[config.mk]
export PLATFORM = sky130hd
export DESIGN_NAME = tws_core
export DESIGN_NICKNAME = d
export VERILOG_FILES = /design/src/design/tws_pkg.sv /design/src/design/tws_idle_timer.sv /design/src/design/tws_core.sv
export SDC_FILE = /design/constraint.sdc
export NUM_CORES = 1
export LEC_CHECK = 0
export ABC_AREA = 0
export BUFFER_PORTS_ARGS = -buffer_cell sky130_fd_sc_hd__buf_2
export CORE_MARGIN = 5
export CORE_UTILIZATION = 62
export CTS_CLUSTER_DIAMETER = 150
export DETAILED_ROUTE_END_ITERATION = 10
export PLACE_DENSITY = 0.92
export SLEW_MARGIN = 20
export SYNTH_ARGS = -nofsm -noshare
export SYNTH_HDL_FRONTEND = slang
export SYNTH_SLANG_ARGS = --single-unit
[constraint.sdc]
create_clock -name clk_sys -period 4.9 [get_ports clk_sys]
set_input_delay 0.735 -clock clk_sys [delete_from_list [all_inputs] [get_ports clk_sys]]
set_output_delay 0.735 -clock clk_sys [all_outputs]
set_load 0.005 [all_outputs]
[src/design/tws_pkg.sv]
// Package for the two-wire address match, data port and master time-out block
package tws_pkg;
   // Register byte offsets
   localparam logic [7:0] OFS_CTRL      = 8'h00;
   localparam logic [7:0] OFS_STATUS    = 8'h1A;
   localparam logic [7:0] OFS_SYNC      = 8'h1C;
   localparam logic [7:0] OFS_OWNID     = 8'h24;
   localparam logic [7:0] OFS_DATA      = 8'h28;
   localparam logic [7:0] OFS_HOOK      = 8'h30;
   // Primary control field positions
   localparam int CTL_SWRST   = 0;
   localparam int CTL_ENABLE  = 1;
   localparam int CTL_MODE_LO = 2;
   localparam int CTL_STRETCH = 27;
   localparam int CTL_IDLE_LO = 28;
   localparam int CTL_LOWTO   = 30;
   // Writable bits of the primary control register; all others read zero
   localparam logic [31:0] CTL_WMASK    = 32'h7BF1_009F;
   localparam logic [31:0] CTL_RESET    = 32'h0000_0000;
   localparam logic [2:0]  MODE_MASTER  = 3'h5;
   // Own id register layout
   localparam logic [31:0] OWNID_WMASK  = 32'h07FE_87FF;
   localparam int OWNID_BCAST = 0;
   localparam int OWNID_LONG  = 15;
   // Status bit positions
   localparam int ST_BUSFAULT = 0;
   localparam int ST_DIR      = 3;
   localparam int ST_LOWEXP   = 6;
   localparam int ST_HOLD     = 7;
   localparam int ST_HIT      = 8;
   localparam int ST_SLAVEBUS = 9;
   localparam int ST_MASTBUS  = 10;
   localparam int ST_IDLE     = 11;
   // Timing
   localparam int  CLK_MHZ        = 100;
   localparam int  LOW_TO_MS      = 25;
   localparam int  LOW_TO_CYC     = LOW_TO_MS * 1000 * CLK_MHZ;
   localparam int  SYNC_CYC       = 3;
   localparam logic [4:0] IDLE_SCL_1 = 5'h05;
   localparam logic [4:0] IDLE_SCL_2 = 5'h0A;
   localparam logic [4:0] IDLE_SCL_3 = 5'h14;

   // Bus operation request to the bit engine
   typedef struct packed {
      logic       go;
      logic       write;
      logic       ack_nack;
      logic       stop;
   } tws_op_t;
endpackage

[src/design/tws_idle_timer.sv]
// SCL low watchdog counting SCL periods and core cycles
`timescale 1ns/100ps
module tws_idle_timer
   import tws_pkg::*;
#(
   parameter int LOW_CYC = LOW_TO_CYC
)(
   // Clock and reset
   input  wire logic       clk_sys,
   input  wire logic       rst_n,
   // Line and settings
   input  wire logic       scl_low,
   input  wire logic       scl_rise,
   input  wire logic       low_en,
   input  wire logic [1:0] idle_sel,
   input  wire logic [15:0] period_cyc,
   // Expiry pulses
   output logic            low_exp,
   output logic            idle_exp
);
   typedef struct packed {
      logic [31:0] low_cnt;
      logic [15:0] per_cnt;
      logic [4:0]  scl_cnt;
      logic        low_exp;
      logic        idle_exp;
   } tws_tmr_t;

   tws_tmr_t st_r, st_nxt;

   function automatic logic [4:0] idle_limit(input logic [1:0] s);
      case (s)
         2'h1:    idle_limit = IDLE_SCL_1;
         2'h2:    idle_limit = IDLE_SCL_2;
         2'h3:    idle_limit = IDLE_SCL_3;
         default: idle_limit = 5'h1F;
      endcase
   endfunction

   // Both counters restart on SCL high or when their time-out is off
   always_comb begin
      st_nxt          = st_r;
      st_nxt.low_exp  = 1'b0;
      st_nxt.idle_exp = 1'b0;
      if (!scl_low || !low_en) begin
         st_nxt.low_cnt = 32'h0000_0000;
      end else if (st_r.low_cnt == 32'(LOW_CYC - 1)) begin
         st_nxt.low_exp = 1'b1;
         st_nxt.low_cnt = 32'h0000_0000;
      end else begin
         st_nxt.low_cnt = st_r.low_cnt + 32'h0000_0001;
      end
      // Idle count scales with the measured SCL period
      if (!scl_low || idle_sel == 2'h0) begin
         st_nxt.per_cnt = 16'h0000;
         st_nxt.scl_cnt = 5'h00;
      end else if (st_r.per_cnt >= period_cyc) begin
         st_nxt.per_cnt = 16'h0000;
         if (st_r.scl_cnt + 5'h01 == idle_limit(idle_sel)) begin
            st_nxt.idle_exp = 1'b1;
            st_nxt.scl_cnt  = 5'h00;
         end else begin
            st_nxt.scl_cnt = st_r.scl_cnt + 5'h01;
         end
      end else begin
         st_nxt.per_cnt = st_r.per_cnt + 16'h0001;
      end
      if (scl_rise) begin
         st_nxt.per_cnt = 16'h0000;
      end
   end

   always_ff @(posedge clk_sys or negedge rst_n) begin
      if (!rst_n) begin
         st_r <= '0;
      end else begin
         st_r <= st_nxt;
      end
   end

   assign low_exp  = st_r.low_exp;
   assign idle_exp = st_r.idle_exp;
endmodule

[src/design/tws_core.sv]
// Two-wire unit: own id match, byte data port and master time-outs
//
// Decided for this implementation: the address-and-strobe port.
`timescale 1ns/100ps
module tws_core
   import tws_pkg::*;
#(
   parameter int LOW_CYC = LOW_TO_CYC
)(
   // Clock and reset
   input  wire logic        clk_sys,
   input  wire logic        rst_n,
   // Register port
   input  wire logic [7:0]  reg_addr,
   input  wire logic [31:0] reg_wdata,
   input  wire logic        reg_wr,
   input  wire logic        reg_rd,
   output logic [31:0]      reg_rdata,
   // Bus line samples
   input  wire logic        scl_in,
   // From the bit engine
   input  wire logic        addr_valid,
   input  wire logic [9:0]  addr_rx,
   input  wire logic        addr_long,
   input  wire logic        addr_rw,
   input  wire logic        rx_valid,
   input  wire logic [7:0]  rx_byte,
   input  wire logic        ack_phase,
   input  wire logic        byte_phase,
   input  wire logic        stop_seen,
   // To the bit engine
   output tws_op_t          op,
   output logic [7:0]       tx_byte,
   output logic             scl_hold,
   output logic             stop_req,
   output logic             bus_idle,
   output logic             unit_enabled,
   output logic             stretch_ack_only,
   // Settings from the command side
   input  wire logic        ack_response_choice,
   input  wire logic        auto_ack_on_access
);
   typedef struct packed {
      logic [31:0] ctrl;
      logic [31:0] ownid;
      logic [7:0]  rx_buf;
      logic [7:0]  tx_buf;
      logic        id_hit_flag;
      logic        dir;
      logic        scl_hold_flag;
      logic        slave_on_bus_flag;
      logic        master_on_bus_flag;
      logic        scl_low_expiry;
      logic        bus_fault_flag;
      logic        idle;
      logic        en_act;
      logic [1:0]  sync_cnt;
      logic        sync_pending;
      logic [2:0]  scl_sy;
      logic [15:0] per_meas;
      logic [15:0] per_cyc;
      tws_op_t     op;
      logic        stop_req;
      logic [31:0] rdata;
   } tws_st_t;

   tws_st_t st_r, st_nxt;
   logic    low_exp;
   logic    idle_exp;
   logic    scl_s;
   logic    scl_rise;
   logic    id_match;

   // Received id against own id, width chosen by the long id mode
   function automatic logic id_equal(input logic [9:0] rx, input logic [9:0] own, input logic lng);
      if (lng) begin
         id_equal = (rx == own);
      end else begin
         id_equal = (rx[6:0] == own[6:0]);
      end
   endfunction

   assign scl_s    = st_r.scl_sy[1];
   assign scl_rise = st_r.scl_sy[1] & ~st_r.scl_sy[2];
   assign id_match = (addr_long == st_r.ownid[OWNID_LONG])
                   && id_equal(addr_rx, st_r.ownid[10:1], st_r.ownid[OWNID_LONG])
                   || (st_r.ownid[OWNID_BCAST] && !addr_long
                   && addr_rx[6:0] == 7'h00 && !addr_rw);

   tws_idle_timer #(
      .LOW_CYC    (LOW_CYC)
   ) u_timer (
      .clk_sys    (clk_sys),
      .rst_n      (rst_n),
      .scl_low    (~scl_s & st_r.en_act),
      .scl_rise   (scl_rise),
      .low_en     (st_r.ctrl[CTL_LOWTO]),
      .idle_sel   (st_r.ctrl[CTL_IDLE_LO +: 2]),
      .period_cyc (st_r.per_cyc),
      .low_exp    (low_exp),
      .idle_exp   (idle_exp)
   );

   // Next state of the whole block
   always_comb begin
      st_nxt          = st_r;
      st_nxt.op       = '0;
      st_nxt.stop_req = 1'b0;
      st_nxt.rdata    = 32'h0000_0000;
      // Pin sampling: scl_sy[0] is read only by scl_sy[1]
      st_nxt.scl_sy   = {st_r.scl_sy[1:0], scl_in};
      // SCL period measured rise to rise for idle scaling
      if (scl_rise) begin
         st_nxt.per_meas = 16'h0000;
         st_nxt.per_cyc  = st_r.per_meas;
      end else if (st_r.per_meas != 16'hFFFF) begin
         st_nxt.per_meas = st_r.per_meas + 16'h0001;
      end
      // Enable synchronization window
      if (st_r.sync_pending) begin
         if (st_r.sync_cnt == 2'(SYNC_CYC - 1)) begin
            st_nxt.sync_pending = 1'b0;
            st_nxt.en_act       = st_r.ctrl[CTL_ENABLE];
         end else begin
            st_nxt.sync_cnt = st_r.sync_cnt + 2'h1;
         end
      end
      // Id match from the bit engine
      if (addr_valid && st_r.en_act && id_match) begin
         st_nxt.id_hit_flag   = 1'b1;
         st_nxt.dir           = addr_rw;
         st_nxt.scl_hold_flag = 1'b1;
         st_nxt.idle          = 1'b0;
      end
      // Received byte lands in the buffer; hold per stretch policy
      if (rx_valid) begin
         st_nxt.rx_buf = rx_byte;
      end
      if ((ack_phase && st_r.ctrl[CTL_STRETCH]) || (byte_phase && !st_r.ctrl[CTL_STRETCH])) begin
         st_nxt.scl_hold_flag = 1'b1;
         st_nxt.master_on_bus_flag = ~st_r.dir;
         st_nxt.slave_on_bus_flag  = st_r.dir;
      end
      if (stop_seen) begin
         st_nxt.idle = 1'b1;
      end
      // Register access; hardware sets below win over software clears
      if (reg_wr && !st_r.sync_pending) begin
         case (reg_addr)
            OFS_CTRL: begin
               if (reg_wdata[CTL_SWRST]) begin
                  st_nxt.ctrl  = CTL_RESET;
                  st_nxt.ownid = 32'h0000_0000;
                  st_nxt.en_act = 1'b0;
               end else begin
                  st_nxt.ctrl = reg_wdata & CTL_WMASK;
                  if (reg_wdata[CTL_ENABLE] != st_r.ctrl[CTL_ENABLE]) begin
                     st_nxt.sync_pending = 1'b1;
                     st_nxt.sync_cnt     = 2'h0;
                  end
               end
            end
            OFS_OWNID: st_nxt.ownid = reg_wdata & OWNID_WMASK;
            OFS_STATUS: begin
               // A match in the same cycle keeps the hit flag set
               if (reg_wdata[ST_HIT] && !(addr_valid && st_r.en_act && id_match)) begin
                  st_nxt.id_hit_flag    = 1'b0;
                  st_nxt.scl_low_expiry = 1'b0;
                  st_nxt.bus_fault_flag = 1'b0;
               end
               if (reg_wdata[ST_LOWEXP]) begin
                  st_nxt.scl_low_expiry = 1'b0;
               end
               if (reg_wdata[ST_BUSFAULT]) begin
                  st_nxt.bus_fault_flag = 1'b0;
               end
            end
            OFS_DATA: begin
               // Write starts a transmit only while SCL is held, no busy without auto ack
               st_nxt.tx_buf        = reg_wdata[7:0];
               st_nxt.op.go         = st_r.scl_hold_flag;
               st_nxt.op.write      = 1'b1;
               st_nxt.scl_hold_flag = 1'b0;
               st_nxt.master_on_bus_flag = 1'b0;
            end
            default: ;
         endcase
      end
      if (reg_rd) begin
         case (reg_addr)
            OFS_CTRL:   st_nxt.rdata = st_r.ctrl;
            OFS_OWNID:  st_nxt.rdata = st_r.ownid;
            OFS_SYNC:   st_nxt.rdata = {30'h0, st_r.sync_pending, 1'b0};
            OFS_STATUS: st_nxt.rdata = {20'h0, st_r.idle, st_r.master_on_bus_flag,
                                        st_r.slave_on_bus_flag, st_r.id_hit_flag, st_r.scl_hold_flag,
                                        st_r.scl_low_expiry, 2'h0, st_r.dir, 2'h0, st_r.bus_fault_flag};
            OFS_HOOK:   st_nxt.rdata = {30'h0, auto_ack_on_access, ack_response_choice};
            OFS_DATA: begin
               st_nxt.rdata = {24'h0, st_r.rx_buf};
               // Read acks or nacks next byte only in auto ack mode
               if (auto_ack_on_access && st_r.scl_hold_flag) begin
                  st_nxt.op.go         = 1'b1;
                  st_nxt.op.ack_nack   = ack_response_choice;
                  st_nxt.op.stop       = ack_response_choice;
                  st_nxt.scl_hold_flag = 1'b0;
                  st_nxt.slave_on_bus_flag = 1'b0;
               end
            end
            default:    st_nxt.rdata = 32'h0000_0000;
         endcase
      end
      // Low expiry: release hold, stop, flag set, fault set
      if (low_exp) begin
         st_nxt.scl_hold_flag  = 1'b0;
         st_nxt.stop_req       = 1'b1;
         st_nxt.scl_low_expiry = 1'b1;
         st_nxt.bus_fault_flag = 1'b1;
         if (st_r.dir) begin
            st_nxt.slave_on_bus_flag = 1'b1;
         end else begin
            st_nxt.master_on_bus_flag = 1'b1;
         end
      end
      if (idle_exp) begin
         st_nxt.idle = 1'b1;
      end
   end

   always_ff @(posedge clk_sys or negedge rst_n) begin
      if (!rst_n) begin
         st_r      <= '0;
         st_r.idle <= 1'b1;
      end else begin
         st_r <= st_nxt;
      end
   end

   // Outputs straight from the state register
   assign reg_rdata        = st_r.rdata;
   assign op               = st_r.op;
   assign tx_byte          = st_r.tx_buf;
   assign scl_hold         = st_r.scl_hold_flag;
   assign stop_req         = st_r.stop_req;
   assign bus_idle         = st_r.idle;
   assign unit_enabled     = st_r.en_act;
   assign stretch_ack_only = st_r.ctrl[CTL_STRETCH];
endmodule

# Yosys cells after proc, flatten, opt, wreduce, memory -nomap -nowiden
# Index checks and enable logic that the tools add are counted.
[classes] addsub=5 n_lt_le_gt_ge=1 n_eq_ne=17 n_mux=63 n_bitwise=5 n_reduce_logical=38
[op_table] cell="$pmux 32 s6" n=1
[op_table] cell="$mux 32" n=4
[op_table] cell="$mux 16" n=4
[op_table] cell="$pmux 32 s2" n=1
[op_table] cell="$add 16x1->16 const B" n=2
[op_table] cell="$add 32x1->32 const B" n=1
[op_table] cell="$eq 32x22->1 const B" n=1
[op_table] cell="$mux 31" n=1
[op_table] cell="$mux 1" n=26
[op_table] cell="$mux 5" n=5
[op_table] cell="$eq 8x6->1 const B" n=3
[op_table] cell="$mux 2" n=11
[op_table] cell="$mux 21" n=1
[op_table] cell="$eq 8x5->1 const B" n=2
[op_table] cell="$ge 16x16->1" n=1
[op_table] cell="$ne 16x16->1 const B" n=1
[op_table] cell="$mux 3" n=5
[op_table] cell="$pmux 5 s3" n=1
[op_table] cell="$mux 4" n=3
[op_table] cell="$logic_and 1x1->1" n=11
[op_table] cell="$eq 10x10->1" n=1
[op_table] cell="$reduce_bool 2->1" n=5
[op_table] cell="$reduce_and 3->1" n=3
[op_table] cell="$reduce_bool 3->1" n=3
[op_table] cell="other kinds (17)" n=32
[word_totals] regBits=219 in_bits=72 out_inout_bits=49

# Longest topological paths before layout
# Gate-level depths: netlist of the first run.
[depth] ltp_word=15 depth_mapped=9 mapped_depth_nobuf=8

# Cells and area by module
# From an unflattened synthesis of the first run, not the netlist that was laid out.
[unflattened] hier_cells=893 area_unflattened_um2=9155.0
[modules_own_cells] module="tws_core" n_inst=1 cells_each=560 area_per_inst_um2=5974.5
[modules_own_cells] module="tws_idle_timer" n_inst=1 cells_each=333 area_per_inst_um2=3180.6

# Worst setup path before layout of the first run
# No wires, ideal clock.
[synth_path] path_kind="input to register" start="input port reg_addr[1]" end="register st_r[104] (netlist name)" setup_time_ns=0.121 arrival_ns=2.622 required_ns=4.779 slack_ns=2.157 stages=8 cell_sequence="or4_4 -> or3_4 -> or4_4 -> buf_6 -> nor2_4 -> nor2_2 -> buf_6 -> a22o_1"
[synth_via] elab_chain_len=3
[synth_rtl] item="start, declared" line="tws_core.sv:14" source="input wire logic [7:0] reg_addr,"
[synth_rtl] item="$eq 8x6->1 / $logic_not 8->1 (equally long branches)" line="tws_core.sv:149" source="case (reg_addr)"
[synth_rtl] item="$reduce_bool 2->1 (no line) / $ne 2x2->1 (equally long branches)"
[synth_rtl] item="$reduce_and 3->1 (no line)"
[synth_rtl] item="end signal, assigned" line="tws_core.sv:234" source="st_r <= st_nxt;"
[synth_rtl] item="end, declared" line="tws_core.sv:67" source="tws_st_t st_r, st_nxt;"
# Parallel ways exist; a longest one is shown, timed or not.
# A chain may end at the register's enable or synchronous reset.

# Worst setup path after layout of the first run
[layout_path] start="input port reg_addr[1]" end="register st_r, in the netlist tx_byte[6]"
[layout_via] elab_chain_len=2
[layout_rtl] item="$eq 8x6->1" line="tws_core.sv:149"
[layout_rtl] item="$reduce_and 2->1 (no line)"
# No other way between the ends.

==> results of run 1 <==
==> power by group <==
group          internal (mW)  leakage (nW)  switching [mW]
logic                  0.101          1.81           0.138
clock network          0.770         0.281           0.598
registers               1.61          2.55          0.0495
==> logic make-up (layout without fill, tap and decap cells) <==
family                   after synthesis  in the layout  share of synthesized area [%]
other                                  1              5                         0.0420
XOR/XNOR                              69             69                           6.76
multiplexers                          24             24                           2.93
adder cells (fa/ha/maj)               25             25                           3.50
AO/OA/AOI/OAI                        133            133                           9.94
buffers and inverters                115            192                           6.96
AND/OR/NAND/NOR                      318            318                           17.2
flip-flops                           188            188                           52.7
==> registers in the layout, summed over array words and instances, names as in the netlist <==
signal	flops
tx_byte	8
bus_idle	1
scl_s	1
unit_enabled	1
stop_req	1
u_timer.st_r	53
op	3
st_r	87
u_timer.low_exp	1
st_nxt	1
u_timer.idle_exp	1
stretch_ack_only	1
reg_rdata	28
scl_hold	1
==> layout make-up <==
class | count | area share (%)
sequential | 188 | 47.3
tap | 180 | 2.27
clock inverter | 12 | 1.38
timing repair buffer | 120 | 6.43
multi-input combinational | 573 | 36.6
inverter | 40 | 1.51
antenna | 1 | 0.0252
clock buffer | 20 | 4.49
==> cell usage in the layout, fill, tap and decap left out, types with 4 or more instances in the layout <==
cell and n:
or4_1 4, buf_4 8, nor3_1 8, inv_1 39, and3_1 20, ha_1 25, a22oi_1 11, mux2i_1 7
nor2b_1 7, nor4_1 6, nand3_1 30, conb_1 4, a21oi_1 16, xor2_1 33, nand2_1 95, buf_2 110
nor2_1 91, or3_1 7, clkbuf_16 17, a22o_1 29, o21ai_0 45, nand2b_1 8, mux2_2 16, dfrtp_1 187
xnor2_1 36, nand4_1 14, and2_1 6
==> stage by stage <==
stage | hold WS, ps | instance area, um^2 | power, mW | util (%)
finish | 353 | 9940 | 3.26 | 71.1
global route | 363 | 9940 | 3.38 | 71.1
CTS | 355 | 9930 | 3.27 | 71.0
detailed placement | 340 | 9350 | 1.92 | 66.8
global placement | 342 | 9340 | 1.91 | 66.7
floorplan | 331 | 8950 | 1.81 | -
==> worst max-delay path: stages <==
cell and delay, ps:
buf_2 110, or4_4 540, nor3b_1 500, and2_1 460, nand2_1 440, mux2_1 450
==> layer usage <==
metal	global-route usage [%]	share of wire, %	vias to the layer above
met5	0	0	-
met4	10.0	2.9	0
met3	6.39	8.6	56
met2	41.1	49	285
met1	33.4	40	3324
li1	-	-	3068
==> worst paths after layout <==
kind                             startpoint         endpoint  cells past startpoint
min in group asynchronous             rst_n       tx_byte[3]                      1
max reg2reg                u_timer.st_r[18]  u_timer.st_r[6]                      8
min reg2reg                      st_nxt[70]            scl_s                      0
max                             reg_addr[1]       tx_byte[6]                      6
min                              st_nxt[70]            scl_s                      0
max in group asynchronous             rst_n         st_r[49]                      2
==> results.cfg, run 1 <==
[run]
maxCapViolCount = 0

[critical_path]
r2r_slack_ps = 2370
critPathArrivalTime_ps = 3240
critical_path.max_fanout = 12
critPathLaunchType = primary input
critical_path_class = primary input to register
cp-end-kind = register
cp.required_ps = 5220

[layout]
area_growth_pct = 11.2
fin_cells = 1134
seqCellArea_um2 = 4710
drive_gt1_share_pct = 18.5
finalNetCount = 1037
fill_cells = 940
multi_input_area_um2 = 3630

[synthesis]
synth-edff-count = 0
yosysTopAreaCellShare_pct = 52.4
ys_warn_count = 0
async_reset_ff_share_pct = 100
synth-seq-cells = 188
ys_seq_area_share_pct = 52.7
synthTopCellsByCount = 187 x dfrtp_1, 95 x nand2_1, 91 x nor2_1
syn-cell-area_um2 = 8940
synthTopCellsByArea = dfrtp_1 52%, nand2_1 4.0%, nor2_1 3.8%, buf_4 3.7%, xnor2_1 3.5%
yosysMostFrequentCell = dfrtp_1
synth.largest_area_cell = dfrtp_1
avgSynthCellArea_um2 = 10.2
ys.flop_type = dfrtp_1
synth_cell_types = 60
syn_inst = 873

[floorplan]
num_io_pins = 121
row_count = 43
design.core.area_um2 = 14000
die_w_um = 130
die_area_um2 = 16900
start_util_pct = 63.9
dieHeight_um = 130

[routing]
drt-wirelength-per-cell_um = 18.0
drt_iter0_markers = 504
antenna_left = 0
drcViolationCount = 0
viasPerCell = 5.94
finalWirelength_mm = 20.5
vias = 6733
drt_pass1_iterations = 5

[cts]
numCtsBuffers = 17
cts_htree_levels = 4
path_clk_slew_ps = 70
postCtsHoldBufs = 0
clockRootBuffer = clkbuf_16
ctsResizeCount = 0
insertion_delay_ps = 440
postCtsSetupBuffers = 0
cts_buffer_depth = 2
cts_sinks = 188
cts_tree = done

[placed_design]
numPlacedInstances = 1101
hpwl_mm = 14.1
gp_congestion = 0.958
portBuffers = 111
place_ws_ps = 1620

[sta]
tns_ps = 0
tightest_slew_ps = 905
clock.fmax_mhz = 342
hold_viol = 0
period_minus_slack_ps = 2930
setup_viol = 0
grt_setup_unrepaired = false
worst_slack_ps = 1970
period_share_pct = 59.7
fin_skew_ps = 8.89
maxSlewHeadroom_pct = 39.7
slew_viol_final = 0

[grt]
grt_overflow = 0
grt_max_degree = 120
grt_pass1_wl_mm = 33.3
grtUsageTotal_pct = 25.5
grt_pass1_vias = 6687
antenna_found_initial = 1

[hold_path]
hold_path.class = register to register

[outcome]
status = completed

[pwr]
p_per_area_nw_per_um2 = 328
ir_worst_vdd_uv = 278
p_leak_nw = 4.65
(Power assumes the default switching activity.)
==> run 2: changes to the inputs <==
--- a/config.mk
+++ b/config.mk
@@ -8,10 +8,10 @@
 export ABC_AREA = 0
 export BUFFER_PORTS_ARGS = -buffer_cell sky130_fd_sc_hd__buf_2
 export CORE_MARGIN = 5
-export CORE_UTILIZATION = 62
+export CORE_UTILIZATION = 58
 export CTS_CLUSTER_DIAMETER = 150
 export DETAILED_ROUTE_END_ITERATION = 10
-export PLACE_DENSITY = 0.92
+export PLACE_DENSITY = 0.87
 export SLEW_MARGIN = 20
 export SYNTH_ARGS = -nofsm -noshare
 export SYNTH_HDL_FRONTEND = slang
==> constraint.sdc (replaced) <==
create_clock -name clk_sys -period 2.85 [get_ports clk_sys]
set_input_delay 0.4275 -clock clk_sys [delete_from_list [all_inputs] [get_ports clk_sys]]
set_output_delay 0.4275 -clock clk_sys [all_outputs]
set_load 0.005 [all_outputs]
==> run 2 against run 1 <==
Critical endpoint is now u_timer.st_r[51]. Cell count up 1.4%. Hold slack worse by 310 ps. Clock skew up 1.3 ps. Die area up 6.4%. Sequential share of layout area down 0.23 points. First-iteration DRC count down 5.8%. Non-clock buffer count up 9. Setup slack worse by 1500 ps. Power up 68%. Global-route usage down 2.2 points. Core utilization down 5.1 points. Critical path depth up 1.
==> results.cfg, run 2 (synthesis gave the netlist of run 1 again) <==
[cts]
path_clk_slew_ps = 70
ctsResizeCount = 0
cts_sinks = 188
cts_htree_levels = 4
postCtsHoldBufs = 0
clockRootBuffer = clkbuf_16
postCtsSetupBuffers = 0
numCtsBuffers = 17
insertion_delay_ps = 430
cts_buffer_depth = 2
cts_tree = done

[floorplan]
row_count = 45
die_w_um = 134
design.core.area_um2 = 15100
num_io_pins = 121
dieHeight_um = 134
die_area_um2 = 18000
start_util_pct = 59.0

[routing]
finalWirelength_mm = 19.8
viasPerCell = 5.69
drt_iter0_markers = 475
drt_pass1_iterations = 6
drt-wirelength-per-cell_um = 17.2
drcViolationCount = 0
antenna_left = 0
vias = 6540

[sta]
hold_viol = 0
tns_ps = 0
clock.fmax_mhz = 418
fin_skew_ps = 10.2
period_share_pct = 84.0
period_minus_slack_ps = 2390
tightest_slew_ps = 1130
holdWs_ps = 46.4
setup_viol = 0
slew_viol_final = 0
grt_setup_unrepaired = false
maxSlewHeadroom_pct = 24.7

[pwr]
pwr-share-clk_pct = 40.3
p_sw_mw = 1.31
p_per_area_nw_per_um2 = 549
switching_share_pct = 23.9
seqPwrFrac_pct = 52.0
fin_total_pwr_mw = 5.48
ir_worst_vdd_uv = 467
p_int_mw = 4.17
p_leak_nw = 4.68
pwr-share-comb_pct = 7.7

[run]
maxCapViolCount = 0

[critical_path]
cp.required_ps = 3150
critPathLaunchType = register
cp-end-kind = register
critical_path_class = register to register
critPathArrivalTime_ps = 2700
critical_path.max_fanout = 5

[layout]
fill_cells = 1100
multi_input_area_um2 = 3630
seqCellArea_um2 = 4710
largest-register = st_r
finalNetCount = 1046
drive_gt1_share_pct = 19.1
fin_cells = 1150
antennaDiodeCount = 0
final_area_um2 = 9990
final_common_cell = dfrtp_1
area_growth_pct = 11.8
layout_common_cells = 187 x dfrtp_1, 110 x buf_2, 95 x nand2_1, 91 x nor2_1, 45 x o21ai_0
largest_reg_flops = 87

[grt]
antenna_found_initial = 0
grtUsageTotal_pct = 23.3
grt_max_degree = 84
grt_pass1_vias = 6775
grt_pass1_wl_mm = 33.3
grt_overflow = 0

[placed_design]
portBuffers = 111
dpl_cell_area_um2 = 9440
numPlacedInstances = 1118
hpwl_mm = 14.0
gp_congestion = 0.937

[outcome]
status = completed

[hold_path]
hold_path.class = primary input to asynchronous set/reset pin
-- run 2: final timing paths --
| kind | startpoint | end | slack, ps | cells past startpoint |
|---|---|---|---|---|
| setup / recovery | u_timer.st_r[23] | u_timer.st_r[51] | 460 | 7 |
| hold / removal | rst_n | op[2] | 50 | 1 |
| setup reg to reg | u_timer.st_r[23] | u_timer.st_r[51] | 460 | 7 |
| hold reg to reg | st_nxt[70] | scl_s | 360 | 0 |
| max in group asynchronous | rst_n | u_timer.st_r[39] | 1980 | 2 |
| min in group clk_sys | scl_in | st_nxt[70] | 120 | 1 |
-- run 2: power by group through the flow --
stage               Combinational (mW)  Clock (mW)  Sequential [mW]
finish                           0.422        2.21             2.85
global route                     0.484        2.37             2.86
CTS                              0.424        2.24             2.85
detailed placement               0.418           0             2.90
global placement                 0.398           0             2.89
floorplan                        0.243           0             2.87
-- run 2: metal layers --
layer  track usage (%)  share of wire [%]
met1              30.8                 43
met2              37.8                 49
met3              5.36                6.3
met4              8.82                2.4
met5                 0                  0
-- run 2: worst max-delay path, cell delays in order, from the launching register on --
cell and delay, ps:
dfrtp_1 390, ha_1 230, inv_1 70, or4_1 650
or3_1 510, nor3_1 210, xnor2_1 150, nor2_1 70
-- run 2: area by class of cell --
type / count / share of cell area [%]
clock buffers: 21 / 4.51
inverters: 40 / 1.50
repair buffers: 129 / 7.23
multi-input cells: 573 / 36.3
well taps: 188 / 2.35
flip-flops and latches: 188 / 47.1
clock inverters: 11 / 0.964
-- run 2: through the flow --
stage	setup WS [ps]	util, %
floorplan	415	-
global placement	191	62.3
detailed placement	147	62.3
CTS	463	66.0
global route	264	66.0
finish	455	66.0
